**src/ctm_regs.svh**
```systemverilog
// register offsets, field positions and reset values of the compact timer
`ifndef CTM_REGS_SVH
`define CTM_REGS_SVH

// byte addresses on the apb bus (low address bits only)
`define CTM_OFS_CTRL_A      8'h00
`define CTM_OFS_CTRL_B      8'h04
`define CTM_OFS_CNT_LO      8'h08
`define CTM_OFS_CNT_HI      8'h0C
`define CTM_OFS_CMPA_LO     8'h10
`define CTM_OFS_CMPA_HI     8'h14
`define CTM_OFS_FLAGS       8'h18

// timer_control_a fields
`define CTM_A_PAUSE         7
`define CTM_A_CLK_HI        6
`define CTM_A_CLK_LO        4
`define CTM_A_RUN           3
`define CTM_A_PER_HI        2
`define CTM_A_PER_LO        0

// timer_control_b fields
`define CTM_B_MODE_HI       7
`define CTM_B_MODE_LO       6
`define CTM_B_OFN_HI        5
`define CTM_B_OFN_LO        4
`define CTM_B_OCTL          3
`define CTM_B_INV           2
`define CTM_B_SWAP          1
`define CTM_B_CLRSRC        0

// flag register fields
`define CTM_F_A             0
`define CTM_F_P             1

// reset values
`define CTM_RST_CTRL        8'h00
`define CTM_RST_CMPA        10'h000

// clock prescale ratios
`define CTM_DIV_SYS         4
`define CTM_DIV_H16         16
`define CTM_DIV_H64         64

`endif

```
**src/ctm_pkg.sv**
```systemverilog
// types of the compact timer
package ctm_pkg;

    // operating mode field
    typedef enum logic [1:0] {
        CTM_MODE_CMP   = 2'h0,
        CTM_MODE_UNDEF = 2'h1,
        CTM_MODE_PWM   = 2'h2,
        CTM_MODE_TMR   = 2'h3
    } ctm_mode_t;

    // counter clock source field
    typedef enum logic [2:0] {
        CTM_CK_SYS4  = 3'h0,
        CTM_CK_SYS   = 3'h1,
        CTM_CK_H16   = 3'h2,
        CTM_CK_H64   = 3'h3,
        CTM_CK_SUBA  = 3'h4,
        CTM_CK_SUBB  = 3'h5,
        CTM_CK_EXTR  = 3'h6,
        CTM_CK_EXTF  = 3'h7
    } ctm_clk_sel_t;

endpackage : ctm_pkg

```
**src/ctm_top.sv**
```systemverilog
// compact 10-bit timer with apb register access
`timescale 1ns/1ps
`default_nettype none
`include "ctm_regs.svh"
// How it works
// - writing compare-A low byte only loads the shared holding buffer
// - writing compare-A high byte stores high bits and copies buffer low
// - reading a high byte returns it and captures its low byte in buffer
// - reading a low byte returns the holding buffer, not the live byte
// - ten-bit up-counter advanced by the selected clock source
// - P compares period with counter bits 9..7, A compares all bits
// - no load; cleared by run rise, overflow or selected match
// - pause holds the counter, counting resumes from the held value
// - clock select picks sys/4, sys, high/16, high/64, sub, pin edges
// - run rise zeroes counter; run fall stops and keeps the value
// - run rise in compare or pwm mode resets pin to initial level
// - P period is value times 128 clocks, zero means 1024
// - clear source zero lets a P match clear the counter outside pwm mode
// - mode 00 compare, 10 pwm, 11 timer, 01 undefined
// - compare mode A match: keep, drive low, drive high or toggle
// - pwm output function: inactive, active, waveform, undefined
// - a requested level equal to the present one shows no change
// - output control sets initial level or pwm active level
// - invert bit inverts the output pin, not in timer mode
// - swap bit exchanges period and duty roles in pwm mode
// - outside pwm, clear source one lets an A match clear, no P flag raised
// - pwm duty at or above period gives full duty

module ctm_top #(
    parameter int CNT_W = 10,
    parameter int PER_W = 3,
    parameter int AW    = 8
) (
    input  wire logic          clk,
    input  wire logic          rst,
    input  wire logic          ce,
    input  wire logic          psel,
    input  wire logic          penable,
    input  wire logic          pwrite,
    input  wire logic [AW-1:0] paddr,
    input  wire logic [31:0]   pwdata,
    input  wire logic [3:0]    pstrb,
    output logic [31:0]        prdata,
    output logic               pready,
    output logic               pslverr,
    input  wire logic          fh_tick,
    input  wire logic          fsub_tick,
    input  wire logic          external_clock_pin,
    output logic               timer_output_pin,
    output logic               comparator_a_flag,
    output logic               comparator_p_flag
);
    localparam int LOW_W = CNT_W - PER_W;

    // control registers, counter, flags, apb and pin state
    logic [7:0]       ctrl_a_q;
    logic [7:0]       ctrl_b_q;
    logic [CNT_W-1:0] cmpa_q;
    logic [7:0]       hold_q;
    logic [CNT_W-1:0] cnt_q;
    logic [CNT_W-1:0] cnt_d;
    logic             run_prev_q;
    logic             level_q;
    logic             level_d;
    logic             flag_a_q;
    logic             flag_p_q;
    logic             rdy_q;
    logic [31:0]      rdata_q;
    logic             err_q;
    logic             pin_q;

    // control fields
    wire logic                  pause_control;
    wire ctm_pkg::ctm_clk_sel_t counter_clock_select;
    wire logic                  run_enable;
    wire logic [PER_W-1:0]      period_value;
    wire ctm_pkg::ctm_mode_t    mode_field;
    wire logic [1:0]            output_function_field;
    wire logic                  output_control_bit;
    wire logic                  output_invert_bit;
    wire logic                  period_duty_swap;
    wire logic                  clear_source_select;

    assign pause_control   = ctrl_a_q[`CTM_A_PAUSE];
    assign counter_clock_select =
        ctm_pkg::ctm_clk_sel_t'(ctrl_a_q[`CTM_A_CLK_HI:`CTM_A_CLK_LO]);
    assign run_enable      = ctrl_a_q[`CTM_A_RUN];
    assign period_value    = ctrl_a_q[`CTM_A_PER_HI:`CTM_A_PER_LO];
    assign mode_field      =
        ctm_pkg::ctm_mode_t'(ctrl_b_q[`CTM_B_MODE_HI:`CTM_B_MODE_LO]);
    assign output_function_field = ctrl_b_q[`CTM_B_OFN_HI:`CTM_B_OFN_LO];
    assign output_control_bit    = ctrl_b_q[`CTM_B_OCTL];
    assign output_invert_bit     = ctrl_b_q[`CTM_B_INV];
    assign period_duty_swap      = ctrl_b_q[`CTM_B_SWAP];
    assign clear_source_select   = ctrl_b_q[`CTM_B_CLRSRC];

    // mode decode
    wire logic is_cmp;
    wire logic is_pwm;
    wire logic is_tmr;
    assign is_cmp = (mode_field == ctm_pkg::CTM_MODE_CMP);
    assign is_pwm = (mode_field == ctm_pkg::CTM_MODE_PWM);
    assign is_tmr = (mode_field == ctm_pkg::CTM_MODE_TMR);

    // counter clock source
    logic tick;

    ctm_tick #(
        .DIV_W (6)
    ) u_tick (
        .clk         (clk),
        .rst         (rst),
        .ce          (ce),
        .sel         (counter_clock_select),
        .fh_tick     (fh_tick),
        .fsub_tick   (fsub_tick),
        .ext_clk_pin (external_clock_pin),
        .tick_q      (tick)
    );

    // counting enable and run edge
    wire logic run_rise;
    wire logic step;
    assign run_rise = run_enable && !run_prev_q;
    // a stopped or paused timer keeps its residual count
    assign step = tick && run_enable && !pause_control;

    // comparators look at the value the counter is about to reach,
    // so a match clears instead of showing the compare value itself
    wire logic [CNT_W-1:0] cnt_inc;
    wire logic             ovf;
    wire logic             hit_p;
    wire logic             hit_a;
    assign cnt_inc = cnt_q + CNT_W'(1);
    assign ovf     = (cnt_q == {CNT_W{1'b1}});
    // zero period matches on overflow: 1024 clocks
    assign hit_p   = (period_value == '0) ? ovf :
                     (cnt_inc[CNT_W-1:LOW_W] == period_value &&
                      cnt_inc[LOW_W-1:0] == '0);
    // zero compare value never matches, counter runs to overflow
    assign hit_a   = (cmpa_q != '0) && (cnt_inc == cmpa_q);

    // which comparator clears, by mode
    wire logic clr_by_a;
    wire logic clr_now;
    assign clr_by_a = is_pwm ? period_duty_swap :
                               clear_source_select;
    assign clr_now  = clr_by_a ? hit_a : (hit_p || ovf);

    // flag events; no P flag while A owns the clear outside pwm
    wire logic ev_a;
    wire logic ev_p;
    assign ev_a = step && hit_a;
    assign ev_p = step && hit_p && (is_pwm || !clear_source_select);

    // counter next value
    always_comb begin
        cnt_d = cnt_q;
        if (run_rise) begin
            cnt_d = '0;
        end else if (step) begin
            cnt_d = clr_now ? '0 : cnt_inc;
        end
    end

    // pwm duty threshold: period value in 128-clock units, zero is 1024
    wire logic [CNT_W:0] duty_p;
    wire logic [CNT_W:0] duty;
    wire logic           pwm_on;
    assign duty_p = (period_value == '0) ? (CNT_W+1)'(1 << CNT_W) :
                    (CNT_W+1)'({period_value, {LOW_W{1'b0}}});
    assign duty   = period_duty_swap ? duty_p :
                    (CNT_W+1)'(cmpa_q);
    // counter clears before reaching a duty at or beyond the period
    assign pwm_on = ({1'b0, cnt_q} < duty);

    // output level before inversion
    always_comb begin
        level_d = level_q;
        if (run_rise && (is_cmp || is_pwm)) begin
            level_d = output_control_bit;
        end else if (is_cmp && ev_a) begin
            unique case (output_function_field)
                2'h0: level_d = level_q;
                2'h1: level_d = 1'b0;
                2'h2: level_d = 1'b1;
                2'h3: level_d = !level_q;
            endcase
        end else if (is_pwm) begin
            unique case (output_function_field)
                2'h0: level_d = !output_control_bit;
                2'h1: level_d = output_control_bit;
                2'h2: level_d = pwm_on ? output_control_bit
                                       : !output_control_bit;
                2'h3: level_d = level_q;
            endcase
        end
    end

    // apb decode
    wire logic       acc;
    wire logic       done;
    wire logic       wr;
    wire logic       rd;
    wire logic [7:0] ofs;
    wire logic       hit_ctrl_a;
    wire logic       hit_ctrl_b;
    wire logic       hit_cnt_lo;
    wire logic       hit_cnt_hi;
    wire logic       hit_cmpa_lo;
    wire logic       hit_cmpa_hi;
    wire logic       hit_flags;
    wire logic       mapped;
    assign acc  = psel && penable;
    // the access ends on the edge where our registered pready is seen
    assign done = acc && rdy_q;
    assign wr   = done && pwrite && pstrb[0];
    // read effects share the edge that loads prdata, so a high-byte read
    // and its low-byte capture see one and the same counter value
    assign rd   = acc && !rdy_q && !pwrite;
    assign ofs  = 8'(paddr);
    assign hit_ctrl_a  = (ofs == `CTM_OFS_CTRL_A);
    assign hit_ctrl_b  = (ofs == `CTM_OFS_CTRL_B);
    assign hit_cnt_lo  = (ofs == `CTM_OFS_CNT_LO);
    assign hit_cnt_hi  = (ofs == `CTM_OFS_CNT_HI);
    assign hit_cmpa_lo = (ofs == `CTM_OFS_CMPA_LO);
    assign hit_cmpa_hi = (ofs == `CTM_OFS_CMPA_HI);
    assign hit_flags   = (ofs == `CTM_OFS_FLAGS);
    assign mapped = hit_ctrl_a || hit_ctrl_b || hit_cnt_lo || hit_cnt_hi ||
                    hit_cmpa_lo || hit_cmpa_hi || hit_flags;

    // read mux; unmapped reads return zero with an error
    wire logic [31:0] rmux;
    assign rmux =
        hit_ctrl_a  ? {24'h0, ctrl_a_q} :
        hit_ctrl_b  ? {24'h0, ctrl_b_q} :
        hit_cnt_lo  ? {24'h0, hold_q} :
        hit_cnt_hi  ? {30'h0, cnt_q[CNT_W-1:8]} :
        hit_cmpa_lo ? {24'h0, hold_q} :
        hit_cmpa_hi ? {30'h0, cmpa_q[CNT_W-1:8]} :
        hit_flags   ? {30'h0, flag_p_q, flag_a_q} :
                      32'h0;

    // apb handshake: one wait state so read data comes from a flop
    // ce low stalls the handshake as well, pready never pulses while frozen
    always_ff @(posedge clk) begin
        if (rst) begin
            rdy_q   <= 1'b0;
            rdata_q <= 32'h0;
            err_q   <= 1'b0;
        end else if (ce) begin
            rdy_q   <= acc && !rdy_q;
            rdata_q <= rd ? rmux : 32'h0;
            err_q   <= acc && !rdy_q && !mapped;
        end
    end

    // control registers: software writes; the counter is read-only
    always_ff @(posedge clk) begin
        if (rst) begin
            ctrl_a_q <= `CTM_RST_CTRL;
            ctrl_b_q <= `CTM_RST_CTRL;
        end else if (ce && wr) begin
            if (hit_ctrl_a) begin
                ctrl_a_q <= pwdata[7:0];
            end
            if (hit_ctrl_b) begin
                ctrl_b_q <= pwdata[7:0];
            end
        end
    end

    // compare value and shared low-byte holding buffer
    // one buffer serves every pair: a high read between a low write and
    // its high write overwrites the pending byte, so finish pairs in order
    always_ff @(posedge clk) begin
        if (rst) begin
            cmpa_q <= `CTM_RST_CMPA;
            hold_q <= 8'h00;
        end else if (ce) begin
            if (wr && hit_cmpa_lo) begin
                hold_q <= pwdata[7:0];
            end else if (wr && hit_cmpa_hi) begin
                cmpa_q <= {pwdata[CNT_W-9:0], hold_q};
            end else if (rd && hit_cnt_hi) begin
                hold_q <= cnt_q[7:0];
            end else if (rd && hit_cmpa_hi) begin
                hold_q <= cmpa_q[7:0];
            end
        end
    end

    // counter, run edge detect and output level
    always_ff @(posedge clk) begin
        if (rst) begin
            cnt_q      <= '0;
            run_prev_q <= 1'b0;
            level_q    <= 1'b0;
        end else if (ce) begin
            cnt_q      <= cnt_d;
            run_prev_q <= run_enable;
            level_q    <= level_d;
        end
    end

    // sticky flags: a new event wins over a clear in the same cycle
    // software clears a flag by writing a one to its bit
    wire logic clr_fa;
    wire logic clr_fp;
    assign clr_fa = wr && hit_flags && pwdata[`CTM_F_A];
    assign clr_fp = wr && hit_flags && pwdata[`CTM_F_P];
    always_ff @(posedge clk) begin
        if (rst) begin
            flag_a_q <= 1'b0;
            flag_p_q <= 1'b0;
        end else if (ce) begin
            flag_a_q <= ev_a || (flag_a_q && !clr_fa);
            flag_p_q <= ev_p || (flag_p_q && !clr_fp);
        end
    end

    // pin: timer mode leaves it undriven-low, invert only outside it
    always_ff @(posedge clk) begin
        if (rst) begin
            pin_q <= 1'b0;
        end else if (ce) begin
            pin_q <= is_tmr ? 1'b0 :
                     (level_q ^ output_invert_bit);
        end
    end

    assign prdata            = rdata_q;
    assign pready            = rdy_q;
    assign pslverr           = err_q;
    assign timer_output_pin  = pin_q;
    assign comparator_a_flag = flag_a_q;
    assign comparator_p_flag = flag_p_q;
endmodule : ctm_top
`default_nettype wire

```
**src/ctm_tick.sv**
```systemverilog
// counter clock source selection: prescalers and external pin edges
`timescale 1ns/1ps
`default_nettype none
`include "ctm_regs.svh"

module ctm_tick #(
    parameter int DIV_W = 6
) (
    input  wire logic                  clk,
    input  wire logic                  rst,
    input  wire logic                  ce,
    input  wire ctm_pkg::ctm_clk_sel_t sel,
    input  wire logic                  fh_tick,
    input  wire logic                  fsub_tick,
    input  wire logic                  ext_clk_pin,
    output logic                       tick_q
);
    logic [1:0]       sys_div_q;
    logic [DIV_W-1:0] h_div_q;
    logic             ext_prev_q;
    logic             sys4_w;
    logic             h16_w;
    logic             h64_w;
    logic             ext_rise_w;
    logic             ext_fall_w;
    logic             tick_d;

    // divider wraps: the tick fires on the last count of each window
    assign sys4_w = (sys_div_q == 2'(`CTM_DIV_SYS - 1));
    assign h16_w  = fh_tick && (h_div_q[3:0] == 4'(`CTM_DIV_H16 - 1));
    assign h64_w  = fh_tick && (h_div_q == DIV_W'(`CTM_DIV_H64 - 1));
    // pin is synchronous to clk, so one stored sample is enough
    assign ext_rise_w = ext_clk_pin && !ext_prev_q;
    assign ext_fall_w = !ext_clk_pin && ext_prev_q;

    // source select
    always_comb begin
        unique case (sel)
            ctm_pkg::CTM_CK_SYS4: tick_d = sys4_w;
            ctm_pkg::CTM_CK_SYS:  tick_d = 1'b1;
            ctm_pkg::CTM_CK_H16:  tick_d = h16_w;
            ctm_pkg::CTM_CK_H64:  tick_d = h64_w;
            ctm_pkg::CTM_CK_SUBA: tick_d = fsub_tick;
            ctm_pkg::CTM_CK_SUBB: tick_d = fsub_tick;
            ctm_pkg::CTM_CK_EXTR: tick_d = ext_rise_w;
            ctm_pkg::CTM_CK_EXTF: tick_d = ext_fall_w;
        endcase
    end

    // prescalers run free so a source switch needs no restart
    always_ff @(posedge clk) begin
        if (rst) begin
            sys_div_q  <= 2'h0;
            h_div_q    <= '0;
            ext_prev_q <= 1'b0;
            tick_q     <= 1'b0;
        end else if (ce) begin
            sys_div_q  <= sys_div_q + 2'h1;
            if (fh_tick) begin
                h_div_q <= h_div_q + DIV_W'(1);
            end
            ext_prev_q <= ext_clk_pin;
            tick_q     <= tick_d;
        end
    end
endmodule : ctm_tick
`default_nettype wire

```
**config.mk**
```make
export PLATFORM = sky130hd
export DESIGN_NAME = ctm_top
export DESIGN_NICKNAME = d
export VERILOG_FILES = /design/src/ctm_pkg.sv /design/src/ctm_top.sv /design/src/ctm_tick.sv
export VERILOG_INCLUDE_DIRS = /design/src
export SDC_FILE = /design/constraint.sdc
export NUM_CORES = 1
export LEC_CHECK = 0
export CAP_MARGIN = 20
export CORE_MARGIN = 3
export CORE_UTILIZATION = 48
export CTS_CLUSTER_DIAMETER = 150
export DETAILED_ROUTE_END_ITERATION = 8
export DONT_BUFFER_PORTS = 1
export GPL_ROUTABILITY_DRIVEN = 0
export RECOVER_POWER = 50
export SKIP_CTS_REPAIR_TIMING = 1
export SLEW_MARGIN = 20
export SYNTH_ARGS = -nofsm -noshare
export SYNTH_HDL_FRONTEND = slang
export SYNTH_SLANG_ARGS = --single-unit
```
**constraint.sdc**
```tcl
create_clock -name clk -period 3.3 [get_ports clk]
set_input_delay 0.99 -clock clk [delete_from_list [all_inputs] [get_ports clk]]
set_output_delay 0.99 -clock clk [all_outputs]
set_load 0.02 [all_outputs]
```
==> metrics <==
Worst-Margin Slew=between 0.7 and 0.8 ns; number of synthesized flops with an enable pin=0; placed wire-length estimate=8790 um; Cell Area, Synth=approximately 0.0045 mm2; Fin. Hold Viols=0; slowest CP cell=or3_1; via count of the first global-routing pass=between 3000 and 4000; IO Count=90; Initial Util=between 50% and 60%; fmax=349 MHz; DRC Markers=0; Final Core Density=53.0%; H-tree lvl count=3; number of synthesis warnings=0; Tmin final=2.87 ns; Worst Hold Endpoint=cmpa_q[3]; largest net degree at the start of global routing=between 60 and 70; synth unique cells=64; worst reg2reg startpoint=cnt_q[1]; Worst Setup End Kind=flop; Worst-path clk slew=~0.080 ns; crit-path cells=ha_1 -> nand4_1 -> or3_1 -> a21oi_1 -> and4b_1 -> a21oi_2 -> o21a_1 -> mux2_2; Worst Path Arrival=3.16 ns; xor/xnor share of the synthesized area=5.05%; worst hold path cell count=2; Worst Min Path Start=hold_q[3]; P&R area growth vs syn=5.14%; Synth Area in Compound Gates=between 10% and 20%; Area after DPL=0.00453 mm2; crit path buf inv count=0; PwrDens=342 mW/mm2; Max Slew Vio Count=0; reg2reg path depth=8; cts bufs inserted=9; Max Cap Viol=0; worst-path maximum fanout=10; fin area=0.00471 mm2; Post-synth top flop=dfxtp_1; Skew-Pair Late Insertion Delay=0.35 ns; Via density=5.91; RSZ-0062 raised after global routing=false; post-synthesis register bit count=69; TNS Setup=0 ns; Avg Synthesized Cell Area=around 8 um2; gr ovfl total=0; first-pass GRT wire length=19500 um; fill count=856; status=completed; Max stage delay on crit path=0.46 ns; die height=a little over 100 um; WL final=11900 um; layout cells sized above 1=7.49%; Hold Crit Class=flop to flop; adder-cell share of the synthesized area=4.75%; commonest non-fill, non-tap cell in the layout=nor2_1; CTS Buffer Depth=2; initial DRC count=293; FP Rows=34; ant diodes=0; worst reg2reg setup slack=0.43 ns; cell leakage power=1.69 nW; die area=0.0105 mm2; share of synthesized registers carrying an async set or reset=0%; period utilization=between 80% and 90%; Post-Synthesis Cells=558; clock sinks=69; Detail Route Antenna Nets=0; First-pass DRT Iterations=5; Critical Path Stages=8; critical path launch point type=flop; All-Layer GR Usage=23.8%; Wirelength per Cell=17.8 um; combined area of the multi-input logic cells=0.00286 mm2; R2R Path End=cnt_q[0]; clock skew=between 0.01 and 0.015 ns; Sequential Area=about 0.0014 mm2; mux share of post-synthesis cell area=between 9 and 10%; worst relative slew slack=between 50% and 60%; Synth Area in Simple Gates=25.4%; Chip Width=103 um; sequential area share after synthesis=30.8%; IO buf count=0; Floorplan Core Area=0.00889 mm2; largest family of logic cells by synthesized area=simple AND/OR/NAND/NOR gates; Final setup viols=0; Worst Path Required=3.60 ns; detailed-route via count=3957; initial antenna violation count=0; CTS tree=done; most frequent cells in the layout=77 x nor2_1, 69 x dfxtp_1, 61 x nand2_1; Worst VDD drop=268 uV; clk root buf=clkbuf_8; CP delay by family, top=simple AND/OR/NAND/NOR gates; Final #Nets=626; Setup Crit Path Kind=flop to flop
## Yosys cell counts (3+ instances only)
master     n  area share (%)
a211oi_1   3            0.50
a21oi_1   48             5.4
a222oi_1   4            0.89
a22oi_1    4            0.67
a31oi_1    5            0.70
a32oi_1    3            0.59
and2_1     6            0.84
and3_1     5            0.70
buf_2     11             1.2
buf_4     24             4.0
clkbuf_1  15             1.3
dfxtp_1   69              31
ha_1      17             4.7
inv_1      9            0.75
mux2i_1   40             8.9
nand2_1   61             5.1
nand2b_1  11             1.5
nand3_1   16             1.8
nand4_1    7            0.98
nor2_1    77             6.5
nor2b_1    7            0.98
nor3_1    10             1.1
nor3b_1    3            0.50
nor4_1     6            0.84
nor4bb_1   3            0.67
o21a_1     5            0.84
o21ai_0   17             1.9
o221ai_1   6             1.2
or3_1      5            0.70
xnor2_1    9             1.8
xor2_1     9             1.8
## per-stage QoR
step | total power, W | hold slack [ns] | std cells | setup WS [ns]
after CTS | 0.00163 | 0.467 | 669 | 0.450
after global placement | 0.000919 | 0.453 | 653 | 0.320
final | 0.00161 | 0.473 | 669 | 0.434
after global routing | 0.00166 | 0.497 | 669 | 0.208
after detailed placement | 0.000920 | 0.454 | 653 | 0.288
after floorplan | 0.000946 | 0.448 | 581 | 0.463
## tightest hold or removal path: stages, from the launching register on
cell	delay [ns]
dfxtp_1	0.32
nand2_1	0.06
a21oi_1	0.05
## area by class of cell
| type | count | share of cell area (%) |
|---|---|---|
| clock buffer | 9 | 2.63 |
| sequential | 69 | 29.3 |
| tap | 108 | 2.87 |
| timing repair buffer | 15 | 2.23 |
| inverter | 9 | 0.717 |
| clock inverter | 7 | 1.57 |
| multi-input combinational | 452 | 60.7 |
## per-layer routing
metal	up-vias	wire length [um]	global-route usage, %
li1	1949	-	-
met1	1866	5450	32.9
met2	128	5420	36.8
met3	14	827	4.80
met4	0	199	8.38
met5	-	0	0
## registers in the layout, indices dropped and copies added (netlist names)
signal and cells:
timer_output_pin 1, hold_q 8, ctrl_b_q 8, ctrl_a_q 8
u_tick.ext_prev_q 1, u_tick.sys_div_q 2, level_q 1, cmpa_q 10
prdata 8, comparator_p_flag 1, u_tick.h_div_q 6, comparator_a_flag 1
u_tick.tick_q 1, pslverr 1, cnt_q 10, pready 1
run_prev_q 1
## cells by family (layout without fill, tap and decap cells)
kind of cell | Yosys count | count (layout)
xor gates and xnor gates | 21 | 21
DFF | 69 | 69
AOI/OAI and AO/OA | 117 | 117
and+or+nand+nor | 232 | 232
other | 1 | 24
buffers and inverters | 60 | 40
adders and majority gates | 17 | 17
muxes | 41 | 41
## how the worst max path moves through the flow
| stage | startpoint | to | slack [ns] |
|---|---|---|---|
| final | cnt_q[1] | cnt_q[0] | 0.43 |
| after global routing | cnt_q[0] | cnt_q[0] | 0.21 |
| after floorplan | paddr[0] | ctrl_a_q[0] | 0.46 |
| after global placement | paddr[0] | hold_q[2] | 0.32 |
| after detailed placement | paddr[0] | hold_q[2] | 0.29 |
| after CTS | cnt_q[0] | cnt_q[0] | 0.45 |
## report_power, final
part	switching [W]	internal, W	total (W)
clock	0.000357	0.000352	0.000708
combinational	0.0000429	0.0000142	0.0000571
sequential	0.00000597	0.000838	0.000844
total	0.000406	0.00120	0.00161
Power figures use the tool's default switching activity.
